$ cat config.mk
export PLATFORM = sky130hd
export DESIGN_NAME = mrrc_top
export DESIGN_NICKNAME = d
export VERILOG_FILES = /design/src/common/mrrc_pkg.sv /design/src/logic/mrrc_top.sv
export SDC_FILE = /design/constraint.sdc
export NUM_CORES = 1
export LEC_CHECK = 0
export ABC_AREA = 1
export BUFFER_PORTS_ARGS = -buffer_cell sky130_fd_sc_hd__buf_2
export CAP_MARGIN = 40
export CORE_MARGIN = 2
export CORE_UTILIZATION = 55
export DETAILED_ROUTE_END_ITERATION = 8
export PLACE_DENSITY = 0.82
export SLEW_MARGIN = 20
export SYNTH_ARGS = -nofsm -noshare
export SYNTH_HDL_FRONTEND = slang
export SYNTH_SLANG_ARGS = --single-unit
$ cat constraint.sdc
create_clock -name pclk -period 3.7 [get_ports pclk]
set_clock_uncertainty 0.1 [all_clocks]
set_input_delay 0.185 -clock pclk [delete_from_list [all_inputs] [get_ports pclk]]
set_output_delay 0.185 -clock pclk [all_outputs]
set_load 0.01 [all_outputs]
$ cat src/common/mrrc_pkg.sv
/*
  constants, types and register map of the memory remap and reset cause
  block; assumes a single 125 MHz core clock and an apb master.
*/
package mrrc_pkg;

  // ----------------------------------------------------------------
  // register offsets (byte addresses, low 12 bits)
  // ----------------------------------------------------------------
  localparam logic [11:0] OFF_SWAP       = 12'h220; // swap control
  localparam logic [11:0] OFF_STATUS     = 12'h230; // reset cause status
  localparam logic [11:0] OFF_CLEAR      = 12'h234; // reset cause clear
  localparam logic [11:0] OFF_KEY_FIRST  = 12'h248; // first key
  localparam logic [11:0] OFF_CONFIG     = 12'h24C; // retention config
  localparam logic [11:0] OFF_KEY_SECOND = 12'h250; // second key
  localparam logic [11:0] OFF_IRQ_STATUS = 12'h260; // sticky events
  localparam logic [11:0] OFF_IRQ_ENABLE = 12'h264; // event enables
  localparam logic [11:0] OFF_IRQ_CLEAR  = 12'h268; // event clear

  // ----------------------------------------------------------------
  // codes, field positions, reset values
  // ----------------------------------------------------------------
  localparam logic [7:0] KEY_FIRST     = 8'h76; // opens config write
  localparam logic [7:0] KEY_SECOND    = 8'hB1; // commits config
  localparam logic [2:0] CLEAR_ALL     = 3'h7;  // wipes all causes
  localparam logic [7:0] CONFIG_RESET  = 8'h05; // gpio and dac kept
  localparam logic [7:0] CONFIG_MASK   = 8'h05; // writable config bits
  localparam logic [2:0] CAUSE_RESET   = 3'h1;  // power-on flag
  localparam int         CAUSE_POR     = 0;     // power-on bit
  localparam int         CAUSE_WDT     = 1;     // watchdog bit
  localparam int         CAUSE_SW      = 2;     // software bit
  localparam int         CFG_GPIO      = 0;     // keep gpio state
  localparam int         CFG_DAC       = 2;     // keep dac state
  localparam int         SWAP_BIT      = 0;     // swap control bit
  localparam int         IRQ_W         = 4;     // event count
  localparam int         IRQ_WDT       = 0;     // watchdog reset seen
  localparam int         IRQ_SW        = 1;     // software reset seen
  localparam int         IRQ_KEYERR    = 2;     // bad key sequence
  localparam int         IRQ_COMMIT    = 3;     // config committed

  // ----------------------------------------------------------------
  // memory map
  // ----------------------------------------------------------------
  localparam logic [31:0] VECTOR_LOW   = 32'h0000_0000; // first vector
  localparam logic [31:0] VECTOR_HIGH  = 32'h0000_0020; // vector top
  localparam logic [31:0] MIRROR_BYTES = 32'h0008_0000; // mirror window
  localparam logic [31:0] FLASH_BASE   = 32'h0008_0000; // flash home
  localparam logic [31:0] FLASH_BYTES  = 32'h0002_0000; // flash size
  localparam logic [31:0] SRAM_BASE    = 32'h0001_0000; // sram home
  localparam logic [31:0] SRAM_BYTES   = 32'h0000_8000; // sram size

  // ----------------------------------------------------------------
  // timing
  // ----------------------------------------------------------------
  localparam int CLK_NS         = 8;    // 125 MHz core clock
  localparam int HOLD_NS        = 128;  // least reset hold time
  localparam int KERNEL_NS      = 2048; // kernel configuration run
  localparam int HOLD_CYCLES    = (HOLD_NS + CLK_NS - 1) / CLK_NS;
  localparam int KERNEL_CYCLES  = (KERNEL_NS + CLK_NS - 1) / CLK_NS;

  // ----------------------------------------------------------------
  // types
  // ----------------------------------------------------------------
  typedef enum logic [1:0] {
    ST_HOLD   = 2'b00, // core held in reset
    ST_KERNEL = 2'b01, // hidden kernel configures
    ST_USER   = 2'b10, // user code from zero vector
    ST_LOADER = 2'b11  // boot pin low, kernel stays
  } mrrc_state_t;

  typedef enum logic [1:0] {
    KS_IDLE   = 2'b00, // no sequence open
    KS_ARMED  = 2'b01, // first key seen
    KS_LOADED = 2'b10  // value staged
  } mrrc_key_t;

  typedef struct packed {
    logic        flash;  // access goes to flash
    logic        sram;   // access goes to sram
    logic        vector; // access hits the vector region
    logic [31:0] offset; // offset inside the target
  } mrrc_mem_sel_t;

  typedef struct packed {
    logic core_reset_n; // core and bus peripherals
    logic gpio_reset_n; // gpio pins and registers
    logic dac_reset_n;  // dac outputs and registers
  } mrrc_rst_t;

endpackage

$ cat src/logic/mrrc_top.sv
/*
  memory remap and reset cause block: apb registers, low memory mirror
  decode, reset sequencing with cause record and retention control.
  assumes presetn is the power-on reset; pin and watchdog resets arrive as pins, software reset via the status register.
*/
// Our own choices: the APB slave port and the address map.
`timescale 1ns/1ns
module mrrc_top #(
  parameter int HOLD_CYCLES   = mrrc_pkg::HOLD_CYCLES,  // reset hold
  parameter int KERNEL_CYCLES = mrrc_pkg::KERNEL_CYCLES // kernel run
) (
  input  wire logic                   pclk,            // core clock
  input  wire logic                   presetn,         // power-on reset
  input  wire logic                   psel,            // apb select
  input  wire logic                   penable,         // apb access
  input  wire logic                   pwrite,          // apb direction
  input  wire logic [11:0]            paddr,           // apb address
  input  wire logic [31:0]            pwdata,          // apb write data
  output logic                        pready,          // apb ready
  output logic [31:0]                 prdata,          // apb read data
  output logic                        pslverr,         // unmapped
  input  wire logic                   ext_reset_n,     // reset pin
  input  wire logic                   wdt_timeout,     // watchdog expiry
  input  wire logic                   boot_select_pin, // high: normal
  input  wire logic                   mem_req,         // core access
  input  wire logic [31:0]            mem_addr,        // core address
  output mrrc_pkg::mrrc_mem_sel_t     mem_sel,         // decoded target
  output mrrc_pkg::mrrc_rst_t         rst_out,         // reset outputs
  output logic                        kernel_active,   // kernel running
  output logic                        user_start,      // jump to zero
  output logic                        irq              // event interrupt
);

  // ----------------------------------------------------------------
  // declarations
  // ----------------------------------------------------------------
  logic [2:0]            sync1;        // first stage, read by sync2 only
  logic [2:0]            sync2;        // {boot, wdt, ext_n} synchronised
  logic                  wdt_prev;     // watchdog edge history
  logic                  wdt_rise;     // watchdog expiry event
  logic                  ext_low;      // reset pin asserted
  logic                  boot_high;    // normal boot mode
  mrrc_pkg::mrrc_state_t state;        // reset sequencer state
  logic [15:0]           cnt;          // hold and kernel counter
  logic                  retain_kind;  // last reset was wdt or software
  logic                  swap;         // sram mirrored at zero
  logic [2:0]            cause;        // reset cause record
  logic [7:0]            config_q;     // retention config
  logic [7:0]            pending;      // staged config value
  mrrc_pkg::mrrc_key_t   ks;           // key sequence state
  logic [3:0]            irq_status;   // sticky events
  logic [3:0]            irq_enable;   // event enables
  logic [3:0]            irq_set;      // events this cycle
  logic                  wr;           // completing write
  logic                  sw_req;       // software force reset
  logic                  key_err;      // out of order key access
  logic                  commit;       // second key accepted
  logic [31:0]           rd_data;      // read mux
  logic                  mapped;       // address decodes

  // ----------------------------------------------------------------
  // pin synchronisers
  // ----------------------------------------------------------------
  // two flops per pin; the edge detector sits behind the second
  always_ff @(posedge pclk or negedge presetn) begin
    if (!presetn) begin
      sync1    <= 3'h1;
      sync2    <= 3'h1;
      wdt_prev <= 1'b0;
    end else begin
      sync1    <= {boot_select_pin, wdt_timeout, ext_reset_n};
      sync2    <= sync1;
      wdt_prev <= sync2[1];
    end
  end

  assign ext_low   = !sync2[0];
  assign wdt_rise  = sync2[1] && !wdt_prev;
  assign boot_high = sync2[2];

  // ----------------------------------------------------------------
  // apb slave, one wait state
  // ----------------------------------------------------------------
  assign wr = psel && penable && pready && pwrite;

  // read mux; write-only registers read zero
  always_comb begin
    rd_data = 32'h0000_0000;
    mapped  = 1'b1;
    case (paddr)
      mrrc_pkg::OFF_SWAP:       rd_data = {31'h0, swap};
      mrrc_pkg::OFF_STATUS:     rd_data = {29'h0, cause};
      mrrc_pkg::OFF_CONFIG:     rd_data = {24'h0, config_q};
      mrrc_pkg::OFF_IRQ_STATUS: rd_data = {28'h0, irq_status};
      mrrc_pkg::OFF_IRQ_ENABLE: rd_data = {28'h0, irq_enable};
      mrrc_pkg::OFF_CLEAR,
      mrrc_pkg::OFF_KEY_FIRST,
      mrrc_pkg::OFF_KEY_SECOND,
      mrrc_pkg::OFF_IRQ_CLEAR:  rd_data = 32'h0000_0000;
      default:                  mapped  = 1'b0; // unmapped: error
    endcase
  end

  // ready rises in the second access cycle, data held with it
  always_ff @(posedge pclk or negedge presetn) begin
    if (!presetn) begin
      pready  <= 1'b0;
      prdata  <= 32'h0000_0000;
      pslverr <= 1'b0;
    end else if (psel && penable && !pready) begin
      pready  <= 1'b1;
      prdata  <= pwrite ? 32'h0000_0000 : rd_data;
      pslverr <= !mapped;
    end else begin
      pready  <= 1'b0;
      pslverr <= 1'b0;
    end
  end

  // writing bit 2 at the status offset forces a software reset
  assign sw_req = wr && paddr == mrrc_pkg::OFF_STATUS &&
                  pwdata[mrrc_pkg::CAUSE_SW];

  // ----------------------------------------------------------------
  // reset sequencer
  // ----------------------------------------------------------------
  // pin reset wins over watchdog and software, which act alike
  always_ff @(posedge pclk or negedge presetn) begin
    if (!presetn) begin
      state       <= mrrc_pkg::ST_HOLD;
      cnt         <= 16'h0000;
      retain_kind <= 1'b0;
    end else if (ext_low) begin
      state       <= mrrc_pkg::ST_HOLD;
      cnt         <= 16'h0000;
      retain_kind <= 1'b0;
    end else if ((wdt_rise || sw_req) && state != mrrc_pkg::ST_HOLD) begin
      state       <= mrrc_pkg::ST_HOLD;
      cnt         <= 16'h0000;
      retain_kind <= 1'b1;
    end else begin
      case (state)
        mrrc_pkg::ST_HOLD: begin
          if (cnt == 16'(HOLD_CYCLES - 1)) begin
            state <= mrrc_pkg::ST_KERNEL;
            cnt   <= 16'h0000;
          end else begin
            cnt <= cnt + 16'h0001;
          end
        end
        mrrc_pkg::ST_KERNEL: begin
          if (cnt == 16'(KERNEL_CYCLES - 1)) begin
            // download mode keeps the kernel in charge
            state <= boot_high ? mrrc_pkg::ST_USER
                               : mrrc_pkg::ST_LOADER;
            cnt   <= 16'h0000;
          end else begin
            cnt <= cnt + 16'h0001;
          end
        end
        mrrc_pkg::ST_USER:   state <= mrrc_pkg::ST_USER;
        mrrc_pkg::ST_LOADER: state <= mrrc_pkg::ST_LOADER;
        default:             state <= mrrc_pkg::ST_HOLD;
      endcase
    end
  end

  // registered reset outputs; retained blocks skip wdt and sw resets
  always_ff @(posedge pclk or negedge presetn) begin
    if (!presetn) begin
      rst_out       <= '0;
      kernel_active <= 1'b0;
      user_start    <= 1'b0;
    end else begin
      rst_out.core_reset_n <= state != mrrc_pkg::ST_HOLD;
      rst_out.gpio_reset_n <= state != mrrc_pkg::ST_HOLD ||
        (retain_kind && config_q[mrrc_pkg::CFG_GPIO]);
      rst_out.dac_reset_n  <= state != mrrc_pkg::ST_HOLD ||
        (retain_kind && config_q[mrrc_pkg::CFG_DAC]);
      kernel_active <= state == mrrc_pkg::ST_KERNEL ||
                       state == mrrc_pkg::ST_LOADER;
      user_start    <= state == mrrc_pkg::ST_KERNEL &&
                       cnt == 16'(KERNEL_CYCLES - 1) &&
                       boot_high && !ext_low;
    end
  end

  // ----------------------------------------------------------------
  // reset cause record
  // ----------------------------------------------------------------
  // hardware sets win over a clear in the same cycle
  always_ff @(posedge pclk or negedge presetn) begin
    if (!presetn) begin
      cause <= mrrc_pkg::CAUSE_RESET;
    end else if (ext_low) begin
      cause <= 3'h0;
    end else begin
      cause <= ((wr && paddr == mrrc_pkg::OFF_CLEAR) ?
                (cause & ~pwdata[2:0]) : cause) |
               {sw_req && state != mrrc_pkg::ST_HOLD,
                wdt_rise && state != mrrc_pkg::ST_HOLD,
                1'b0};
    end
  end

  // ----------------------------------------------------------------
  // retention config with key sequence
  // ----------------------------------------------------------------
  assign commit  = ks == mrrc_pkg::KS_LOADED && wr &&
                   paddr == mrrc_pkg::OFF_KEY_SECOND &&
                   pwdata[7:0] == mrrc_pkg::KEY_SECOND;
  assign key_err = wr && !commit &&
    ((paddr == mrrc_pkg::OFF_CONFIG && ks != mrrc_pkg::KS_ARMED) ||
     (paddr == mrrc_pkg::OFF_KEY_SECOND) ||
     (paddr == mrrc_pkg::OFF_KEY_FIRST &&
      pwdata[7:0] != mrrc_pkg::KEY_FIRST));

  // config survives wdt and sw resets; only power-on restores it
  always_ff @(posedge pclk or negedge presetn) begin
    if (!presetn) begin
      ks       <= mrrc_pkg::KS_IDLE;
      pending  <= 8'h00;
      config_q <= mrrc_pkg::CONFIG_RESET;
    end else if (commit) begin
      config_q <= pending;
      ks       <= mrrc_pkg::KS_IDLE;
    end else if (key_err) begin
      ks <= mrrc_pkg::KS_IDLE;
    end else if (wr && paddr == mrrc_pkg::OFF_KEY_FIRST) begin
      ks <= mrrc_pkg::KS_ARMED;
    end else if (wr && paddr == mrrc_pkg::OFF_CONFIG) begin
      pending <= pwdata[7:0] & mrrc_pkg::CONFIG_MASK;
      ks      <= mrrc_pkg::KS_LOADED;
    end
  end

  // ----------------------------------------------------------------
  // swap control and low memory decode
  // ----------------------------------------------------------------
  // cleared while any reset holds the core
  always_ff @(posedge pclk or negedge presetn) begin
    if (!presetn) begin
      swap <= 1'b0;
    end else if (state == mrrc_pkg::ST_HOLD) begin
      swap <= 1'b0;
    end else if (wr && paddr == mrrc_pkg::OFF_SWAP) begin
      swap <= pwdata[mrrc_pkg::SWAP_BIT];
    end
  end

  // decode uses swap as it stood before this edge, so a write only
  // steers accesses presented after it has completed
  always_ff @(posedge pclk or negedge presetn) begin
    if (!presetn) begin
      mem_sel <= '0;
    end else if (!mem_req) begin
      mem_sel <= '0;
    end else begin
      mem_sel.vector <= mem_addr <= mrrc_pkg::VECTOR_HIGH;
      if (mem_addr < mrrc_pkg::MIRROR_BYTES) begin
        mem_sel.flash  <= !swap;
        mem_sel.sram   <= swap;
        mem_sel.offset <= mem_addr;
      end else if (mem_addr >= mrrc_pkg::FLASH_BASE &&
                   mem_addr < mrrc_pkg::FLASH_BASE +
                              mrrc_pkg::FLASH_BYTES) begin
        mem_sel.flash  <= 1'b1;
        mem_sel.sram   <= 1'b0;
        mem_sel.offset <= mem_addr - mrrc_pkg::FLASH_BASE;
      end else if (mem_addr >= mrrc_pkg::SRAM_BASE &&
                   mem_addr < mrrc_pkg::SRAM_BASE +
                              mrrc_pkg::SRAM_BYTES) begin
        mem_sel.flash  <= 1'b0;
        mem_sel.sram   <= 1'b1;
        mem_sel.offset <= mem_addr - mrrc_pkg::SRAM_BASE;
      end else begin
        mem_sel.flash  <= 1'b0; // outside both memories
        mem_sel.sram   <= 1'b0;
        mem_sel.offset <= 32'h0000_0000;
      end
    end
  end

  // ----------------------------------------------------------------
  // interrupt events
  // ----------------------------------------------------------------
  assign irq_set = {commit, key_err,
                    sw_req && state != mrrc_pkg::ST_HOLD,
                    wdt_rise && state != mrrc_pkg::ST_HOLD};

  // sticky status; a new event wins over its clear
  always_ff @(posedge pclk or negedge presetn) begin
    if (!presetn) begin
      irq_status <= 4'h0;
      irq_enable <= 4'h0;
      irq        <= 1'b0;
    end else begin
      irq_status <= ((wr && paddr == mrrc_pkg::OFF_IRQ_CLEAR) ?
                     (irq_status & ~pwdata[3:0]) : irq_status) | irq_set;
      if (wr && paddr == mrrc_pkg::OFF_IRQ_ENABLE) begin
        irq_enable <= pwdata[3:0];
      end
      irq <= |(irq_status & irq_enable);
    end
  end
endmodule

==> impl_metrics.yaml, run 1 <==
hold_path:
  hp-class: "in2reg"
  hold_start: "mem_addr[17]"
  worstHoldPathCells: 3
floorplanning:
  die_area_um2: 9715
  die_h_um: 98.57
  rows: 34
  pin_count: 160
  core_area_um2: 8678
  start_util: 0.5668
  die_w_um: 98.57
global_route:
  grt_overflow: 0
  grt_use_total: 0.2484
  grt_pass1_wl_mm: 19.87
  grt_pass1_vias: 4454
  grt_max_degree: 67
  antenna_found_initial: 0
clock_network:
  cts_setup_buffers: 0
  clockBufferDepth: 2
  cts_tree: "yes"
  ctsHoldBuffers: 22
  cts_root_buf: "clkbuf_8"
  cts-buffers-inserted: 9
  clk-insertion-delay-late_ps: 350
  h-tree-depth: 3
  path_clk_slew_ps: 100
  postCtsResizedCells: 0
  cts_sinks: 91
pwr:
  p_per_area_nw_per_um2: 329.9
  comb_power_share: 0.090
  p_total_mw: 1.962
  pwr-share-clk: 0.392
  p_leak_nw: 3.247
  seq_power_share: 0.518
  p_sw_mw: 0.4834
  p_sw_frac: 0.2464
  p_int_mw: 1.479
  vdd_drop_max_mv: 0.2438
finish:
  nNetsFinal: 865
  drive_gt1_frac: 0.1913
  area_delta_synth_final_pct: 20.91
  nFillCells: 685
  diodes: 0
critical_path:
  timing.rr.end: "cnt[8]$_DFFE_PN0P_"
  ff2ff_path_depth: 9
  crit_path_start: "mem_addr[27]"
  arrival_ps: 2180
  crit_end: "mem_sel[7]$_DFF_PN0_"
  path_max_fanout: 20
  worstPathRequired_ps: 3870
  worstSetupEndpointType: "register"
  reg2reg_slack_ps: 1700
  critPathKind: "in2reg"
  r2r_start: "state[1]$_DFFE_PN0P_"
  cp-start-kind: "input pin"
timing:
  tightest_slew_ps: 714.6
  fmax_mhz: 497.4
  post-route-min-period_ps: 2010
  rsz0062_at_grt: "no"
  hold_violations: 0
  slew_violations: 0
  fin_setup_tns_ps: 0
  fin_ws_ps: 1690
  setup_viol: 0
  hold_slack_ps: 27.67
  max_slew_margin: 0.5225
  fin_crit_sh: 0.5434
run_status:
  status: "finished, final reports clean"
route:
  routed_wl_mm: 12.10
  ant_nets: 0
  drt_iter0_markers: 371
  remaining_drc_errors: 0
  vias: 4659
  avgRoutedWirePerCell_um: 13.64
  avgViaCountPerCell: 5.253
  dr.pass1.iters: 5
yosys:
  synth_seq_cells: 91
  ys_seq_area_frac: 0.4643
  synth_cells: 636
  synth_cell_types: 36
  yosysWarningCount: 0
  synth_area_um2: 4918
  syn_area_per_cell_um2: 7.733
place:
  post-place-ws_ps: 1732
  numPortBuffers: 107
  dp_hpwl_mm: 8.789
  gp_congestion: 0.9092
job:
  drv_cap: 0
[cell usage after synthesis (all sizes together)]
library cell | number | area share
xnor2 | 1 | 0.0018
or3 | 1 | 0.0013
dfrtp | 86 | 0.44
nor4 | 3 | 0.0038
a211oi | 1 | 0.0015
nand2 | 140 | 0.11
a31oi | 1 | 0.0013
conb | 1 | 0.00076
clkbuf | 6 | 0.0046
nor3 | 23 | 0.025
dfstp | 5 | 0.027
buf | 31 | 0.048
nor2 | 105 | 0.089
nand3b | 3 | 0.0046
ha | 6 | 0.015
nand4 | 30 | 0.041
a21boi | 2 | 0.0031
inv | 88 | 0.067
o21bai | 1 | 0.0015
xor2 | 15 | 0.027
o21ai | 29 | 0.030
nand3 | 45 | 0.049
a21oi | 11 | 0.011
o22ai | 1 | 0.0013
or2 | 1 | 0.0013
[how the worst min path moves through the flow]
| stage | to | slack [ps] |
|---|---|---|
| 5_1_grt | mem_sel[20]$_DFF_PN0_ | 30 |
| 6_report | mem_sel[17]$_DFF_PN0_ | 30 |
| 2_1_floorplan | cause[1]$_DFF_PN0_ | -210 |
| 3_3_place_gp | sync1[0]$_DFF_PN1_ | 190 |
| 4_1_cts | mem_sel[17]$_DFF_PN0_ | 20 |
| 3_5_place_dp | sync1[2]$_DFF_PN0_ | 200 |
[layout by cell type (no fill, tap or decap), types with 4 or more instances in the layout]
| cell | count |
|---|---|
| nor3_1 | 21 |
| inv_1 | 86 |
| a21oi_1 | 11 |
| dfstp_2 | 5 |
| dlygate4sd3_1 | 22 |
| ha_1 | 6 |
| buf_2 | 106 |
| o21ai_0 | 27 |
| nor2_2 | 5 |
| conb_1 | 34 |
| nor2_4 | 4 |
| dfrtp_1 | 86 |
| nand3_1 | 43 |
| xor2_1 | 15 |
| nand4_1 | 28 |
| clkbuf_8 | 10 |
| nor2_1 | 96 |
| nand2_1 | 139 |
[state kept, by name (all words and copies together), names as in the netlist, 2 cells and up]
register    flops
rst_out         3
pending         2
cnt            16
sync2           3
cause           3
irq_status      4
state           2
config_q        2
mem_sel        35
prdata          4
ks              2
sync1           3
irq_enable      4
[per-layer routing]
layer	up-vias	track usage	wire length (um)
met5	-	0	0
met2	230	0.4223	5890
met4	0	0.08325	264
met3	31	0.05319	1080
li1	2235	-	-
met1	2163	0.3179	4868
[per-stage QoR]
step / instances / instance area (um2) / util
floorplan: 669 / 5042 / -
finish: 887 / 5947 / 0.6853
global placement: 848 / 5466 / 0.6299
detailed placement: 848 / 5466 / 0.6299
CTS: 886 / 5919 / 0.6821
global route: 887 / 5947 / 0.6853
[power groups by stage]
stage	Combinational (mW)	Clock (mW)	Sequential, mW
3_3_place_gp	0.147	0	1.03
2_1_floorplan	0.0897	0	1.03
6_report	0.176	0.770	1.02
5_1_grt	0.198	0.822	1.02
3_5_place_dp	0.151	0	1.04
4_1_cts	0.169	0.785	1.02
[final cells by class]
class	count	area (um2)	share of cell area
sequential	91	2283	0.3840
inverter	88	330.3	0.05554
tap	108	135.1	0.02272
clock inverter	6	95.09	0.01599
timing repair buffer	131	793.3	0.1334
multi-input combinational	453	2172	0.3652
clock buffer	10	137.6	0.02314
[kinds of logic (layout without fill, tap and decap cells)]
logic type | count (synthesis) | count (layout) | synth area share
buffers and inverters | 125 | 235 | 0.1193
AOI/OAI and AO/OA | 46 | 46 | 0.04935
DFF | 91 | 91 | 0.4643
other | 1 | 34 | 0.0007624
adders and majority gates | 6 | 6 | 0.01526
xor gates and xnor gates | 16 | 16 | 0.02849
and+or+nand+nor | 351 | 351 | 0.3226
[critical path, stage by stage]
cell           delay [ps]
dlygate4sd3_1         530
buf_2                 130
nor2_1                 90
nand2_1                90
nor2_4                150
nand2_1               140
inv_1                 140
nand2_1               430
nor2_1                280
(Power assumes the default switching activity.)
==> run 2, diff against run 1 <==
--- a/config.mk
+++ b/config.mk
@@ -9,9 +9,9 @@
 export BUFFER_PORTS_ARGS = -buffer_cell sky130_fd_sc_hd__buf_2
 export CAP_MARGIN = 40
 export CORE_MARGIN = 2
-export CORE_UTILIZATION = 55
+export CORE_UTILIZATION = 46
 export DETAILED_ROUTE_END_ITERATION = 8
-export PLACE_DENSITY = 0.82
+export PLACE_DENSITY = 0.72
 export SLEW_MARGIN = 20
 export SYNTH_ARGS = -nofsm -noshare
 export SYNTH_HDL_FRONTEND = slang
==> constraint.sdc (replaced) <==
create_clock -name pclk -period 1.7 [get_ports pclk]
set_clock_uncertainty 0.1 [all_clocks]
set_input_delay 0.085 -clock pclk [delete_from_list [all_inputs] [get_ports pclk]]
set_output_delay 0.085 -clock pclk [all_outputs]
set_load 0.01 [all_outputs]
==> run 2 against run 1 <==
- design area rose by 6.8%
- sequential share of layout area shrank 2.5 points
- register-to-register slack lost 1600 ps
- non-clock buffer count increased by 35
- critical endpoint is now cnt[8]$_DFFE_PN0P_
- flip-flop and latch count unchanged
- die area increased by 19%
- highest routed layer unchanged
==> impl_metrics.yaml, run 2 (synthesized netlist as in run 1, its figures left out) <==
route:
  avgRoutedWirePerCell_um: 13.46
  routed_wl_mm: 12.79
  dr.pass1.iters: 7
  avgViaCountPerCell: 4.956
  ant_nets: 0
  vias: 4708
  drt_iter0_markers: 289
  remaining_drc_errors: 0
critical_path:
  critPathKind: "reg2reg"
  cpPeakStageDelay_ps: 390
  worstSetupEndpointType: "register"
  arrival_ps: 1850
  crit_path_cell_trace: "ha_2 -> nand2_2 -> nor2_4 -> inv_2 -> nor2_4 -> buf_4 -> xor2_1 -> a21oi_1 -> nand4_1 -> nand2_1"
  ff2ff_path_depth: 10
  worstPathRequired_ps: 1900
  path_max_fanout: 3
  cp_common_cell: "nor2_4"
  cp-start-kind: "register"
  cp_slowest_cell: "dfrtp_1"
finish:
  nNetsFinal: 900
  nFillCells: 906
  area_delta_synth_final_pct: 29.18
  fin_cells: 950
  largest_registers: "mem_sel: 35 flops, cnt: 16 flops"
  layout_commonest_cell: "nand2_1"
  utilization: 0.6127
  regArea_um2: 2283
  mostFrequentLayoutCells: "nand2_1 (130), buf_2 (106), nor2_1 (87)"
  diodes: 0
  fin_area_um2: 6354
  largest_reg_flops: 35
  multi_input_area_um2: 2273
  drive_gt1_frac: 0.2457
  top_register: "mem_sel"
timing:
  hold_slack_ps: 55.72
  fin_crit_sh: 0.9684
  slew_violations: 0
  fin_ws_ps: 53.67
  fmax_mhz: 607.4
  fin_setup_tns_ps: 0
  setup_viol: 0
  post-route-min-period_ps: 1646
  hold_violations: 0
place:
  numPortBuffers: 107
  placed_cell_area_um2: 5679
  dp_hpwl_mm: 9.392
  post-place-ws_ps: 21.73
  gp_congestion: 0.9346
  placed_cells: 898
floorplanning:
  start_util: 0.4743
  core_area_um2: 10370
  die_area_um2: 11540
  die_h_um: 107.4
  die_w_um: 107.4
  pin_count: 160
  rows: 37
clock_network:
  path_clk_slew_ps: 90
  clk-insertion-delay-late_ps: 360
  cts_sinks: 91
  h-tree-depth: 3
  clockBufferDepth: 2
  cts_root_buf: "clkbuf_8"
  cts_tree: "yes"
  cts-buffers-inserted: 9
global_route:
  grt_pass1_vias: 4589
  grt_pass1_wl_mm: 20.56
  grt_use_total: 0.2238
  grt_overflow: 0
  grt_max_degree: 44
  antenna_found_initial: 0
pwr:
  vdd_drop_max_mv: 0.4314
  p_leak_nw: 3.404
  p_per_area_nw_per_um2: 657.7
  p_total_mw: 4.179
run_status:
  status: "finished, final reports clean"
job:
  drv_cap: 0
hold_path:
  hp-class: "in2reg"
  worstHoldPathCells: 6
[run 2: cell types whose count changed in the layout (fill, tap and decap cells not counted), moves of 2 or more]
cell	previous run	this run
dlygate4sd3_1	22	34
buf_4	2	25
o21ai_2	0	3
nor2_4	4	9
nor2_2	5	9
inv_2	2	5
inv_1	86	82
o21ai_0	27	25
nor2_1	96	87
nand2_1	139	130
nand2_2	1	10
[run 2: worst paths after layout]
| path | start | end | slack [ps] |
|---|---|---|---|
| setup / recovery | cnt[1]$_DFFE_PN0P_ | cnt[8]$_DFFE_PN0P_ | 50 |
| hold / removal | mem_addr[24] | mem_sel[27]$_DFF_PN0_ | 60 |
| setup reg to reg | cnt[1]$_DFFE_PN0P_ | cnt[8]$_DFFE_PN0P_ | 50 |
| hold reg to reg | sync1[1]$_DFF_PN0_ | sync2[1]$_DFF_PN0_ | 250 |
| max in group asynchronous | presetn | config_q[2]$_DFFE_PN1P_ | 770 |
| min in group asynchronous | presetn | irq$_DFF_PN0_ | 100 |
[run 2: worst max-delay path: cells and delay by family (launching register included)]
kind / cells / cell delay [ps]
flip-flops: 1 / 390
AO/OA/AOI/OAI: 1 / 130
AND/OR/NAND/NOR: 5 / 400
XOR/XNOR: 1 / 140
adder cells (fa/ha/maj): 1 / 200
buffers and inverters: 2 / 240
[run 2: timing repair]
action                                  4_1_cts  5_1_grt
hold buffers                                 33        1
hold endpoints to repair                    127        1
endpoints found under the setup margin        0       45
gates resized for setup                       0       38
buffers inserted                              0        2
[run 2: report_power, final]
group	switching (mW)	internal, mW	total [mW]
combinational	0.260	0.176	0.436
sequential	0.0154	2.19	2.20
clock	0.773	0.765	1.54
[run 2: routing by layer]
metal | track usage | part of all wire
met5 | 0 | 0
met4 | 0.09249 | 0.020
met3 | 0.04419 | 0.066
met2 | 0.3716 | 0.49
met1 | 0.2868 | 0.42
[run 2: area by class of cell]
| cell class | instances | area share |
|---|---|---|
| clock buffers | 11 | 0.02383 |
| clock inverters | 5 | 0.009649 |
| inverters | 88 | 0.05278 |
| well taps | 136 | 0.02678 |
| multi-input cells | 453 | 0.3578 |
| flip-flops and latches | 91 | 0.3594 |
| repair buffers | 166 | 0.1698 |
==> run 3, diff against run 2 <==
--- a/config.mk
+++ b/config.mk
@@ -9,10 +9,9 @@
 export BUFFER_PORTS_ARGS = -buffer_cell sky130_fd_sc_hd__buf_2
 export CAP_MARGIN = 40
 export CORE_MARGIN = 2
-export CORE_UTILIZATION = 46
+export CORE_UTILIZATION = 40
 export DETAILED_ROUTE_END_ITERATION = 8
-export PLACE_DENSITY = 0.72
-export SLEW_MARGIN = 20
+export PLACE_DENSITY = 0.64
 export SYNTH_ARGS = -nofsm -noshare
 export SYNTH_HDL_FRONTEND = slang
 export SYNTH_SLANG_ARGS = --single-unit
==> run 3 against run 2 <==
- via count rose by 0.96%
- flip-flop and latch count unchanged
- final cell count up 0.95%
- worst setup slack worse by 35 ps
- die area grew 14%
- global-route usage fell by 2.3 points
- hold slack lost 21 ps
- routed wire length up 1.3%
- first-iteration DRC count down 17%
- sequential power about the same
- sequential share of layout area fell by 0.59 points
- critical path type unchanged
- highest routed layer unchanged
==> impl_metrics.yaml, run 3 (synthesized netlist as in run 1, its figures left out) <==
run_status:
  status: "finished, final reports clean"
finish:
  largest_registers: "mem_sel: 35 flops, cnt: 16 flops"
  nNetsFinal: 898
  diodes: 0
  area_delta_synth_final_pct: 31.34
  layout_commonest_cell: "nand2_1"
  fin_area_um2: 6460
  largest_reg_flops: 35
  fin_cells: 959
  drive_gt1_frac: 0.2438
  top_register: "mem_sel"
  mostFrequentLayoutCells: "nand2_1 (131), buf_2 (106), nor2_1 (88)"
timing:
  hold_slack_ps: 34.66
  post-route-min-period_ps: 1682
  hold_violations: 0
  tightest_slew_ps: 528.1
  max_slew_margin: 0.6479
  fmax_mhz: 594.6
  fin_crit_sh: 0.9893
  setup_viol: 0
  fin_ws_ps: 18.26
  rsz0062_at_grt: "yes"
  slew_violations: 0
job:
  drv_cap: 0
clock_network:
  cts_sinks: 91
  clk-insertion-delay-late_ps: 350
  clockBufferDepth: 2
  cts_root_buf: "clkbuf_16"
  cts_tree: "yes"
  cts-buffers-inserted: 9
  path_clk_slew_ps: 70
  h-tree-depth: 3
critical_path:
  cp_common_cell: "nand2_2"
  path_max_fanout: 4
  arrival_ps: 1820
  r2r_start: "cnt[0]$_DFFE_PN0P_"
  worstPathRequired_ps: 1840
  crit_path_start: "cnt[0]$_DFFE_PN0P_"
  critPathKind: "reg2reg"
  crit_path_cell_trace: "ha_2 -> nand2_2 -> nor2_4 -> inv_2 -> nor2_4 -> nand2_2 -> nand2_2 -> nand2_2 -> nand4_1 -> nand2_1"
  worstSetupEndpointType: "register"
  cpPeakStageDelay_ps: 390
  cp-start-kind: "register"
  cp_slowest_cell: "dfrtp_1"
floorplanning:
  core_area_um2: 12010
  rows: 40
  die_h_um: 114.9
  die_w_um: 114.9
  die_area_um2: 13200
  start_util: 0.4095
  pin_count: 160
pwr:
  vdd_drop_max_mv: 0.4967
  p_leak_nw: 3.434
  p_total_mw: 4.829
  p_per_area_nw_per_um2: 747.6
route:
  dr.pass1.iters: 5
  remaining_drc_errors: 0
  ant_nets: 0
  avgViaCountPerCell: 4.956
  vias: 4753
  routed_wl_mm: 12.95
  avgRoutedWirePerCell_um: 13.51
  drt_iter0_markers: 240
global_route:
  grt_use_total: 0.2004
  grt_pass1_vias: 4604
  grt_max_degree: 40
  grt_pass1_wl_mm: 21.09
  grt_overflow: 0
  antenna_found_initial: 0
place:
  placed_cells: 910
  gp_congestion: 0.8941
  post-place-ws_ps: -50.68
  dp_hpwl_mm: 9.609
  numPortBuffers: 107
  placed_cell_area_um2: 5700
hold_path:
  hold_start: "penable"
  hp-class: "in2reg"
-- run 3: repair_timing --
action | 4_1_cts | 5_1_grt
endpoints found under the setup margin | 5 | 27
hold buffers | 32 | 0
setup buffers | 0 | 2
resized for setup | 3 | 34
pin swaps | 1 | 6
hold endpoints to repair | 73 | 0
-- run 3: final cells by class --
type / count / area (um2)
clock inverters: 5 / 85.08
multi-input cells: 453 / 2270
clock buffers: 11 / 242.7
flip-flops and latches: 91 / 2283
fillers: 1120 / 5552
well taps: 147 / 183.9
inverters: 88 / 332.8
repair buffers: 164 / 1062
-- run 3: worst paths after layout --
| check | endpoint | depth (start not counted) | slack [ps] |
|---|---|---|---|
| worst min register to register | sync2[1]$_DFF_PN0_ | 0 | 250 |
| worst max-delay path | cnt[1]$_DFFE_PN0P_ | 10 | 20 |
| worst min-delay path | pready$_DFF_PN0_ | 4 | 30 |
| worst max register to register | cnt[1]$_DFFE_PN0P_ | 10 | 20 |
| max in group asynchronous | config_q[2]$_DFFE_PN1P_ | 3 | 710 |
| min in group asynchronous | mem_sel[2]$_DFF_PN0_ | 2 | 170 |
-- run 3: report_power, final --
group / switching, mW / internal [mW] / total, mW
clock network: 0.854 / 1.34 / 2.19
logic: 0.260 / 0.172 / 0.432
registers: 0.0147 / 2.19 / 2.21
-- run 3: metrics by stage --
step                      setup TNS (ps)  utilization
after global routing              -575.2       0.5378
after floorplan                        0            -
after detailed placement          -86.23       0.4746
after CTS                              0       0.5292
after global placement                 0       0.4746
final                                  0       0.5378
-- run 3: critical path, delay by kind of cell, from the launching register on --
family	cells	cell delay [ps]
DFF	1	390
buffers and inverters	1	70
adders and majority gates	1	210
and+or+nand+nor	8	820
-- run 3: per-layer routing --
layer  routed length, um  vias up  share of wire  track usage
li1                    -     2310              -            -
met1                5569     2273           0.43       0.2492
met2                6421      151           0.50       0.3463
met3                 776       19          0.060      0.04902
met4                 186        0          0.014      0.05944
met5                   0        -              0            0
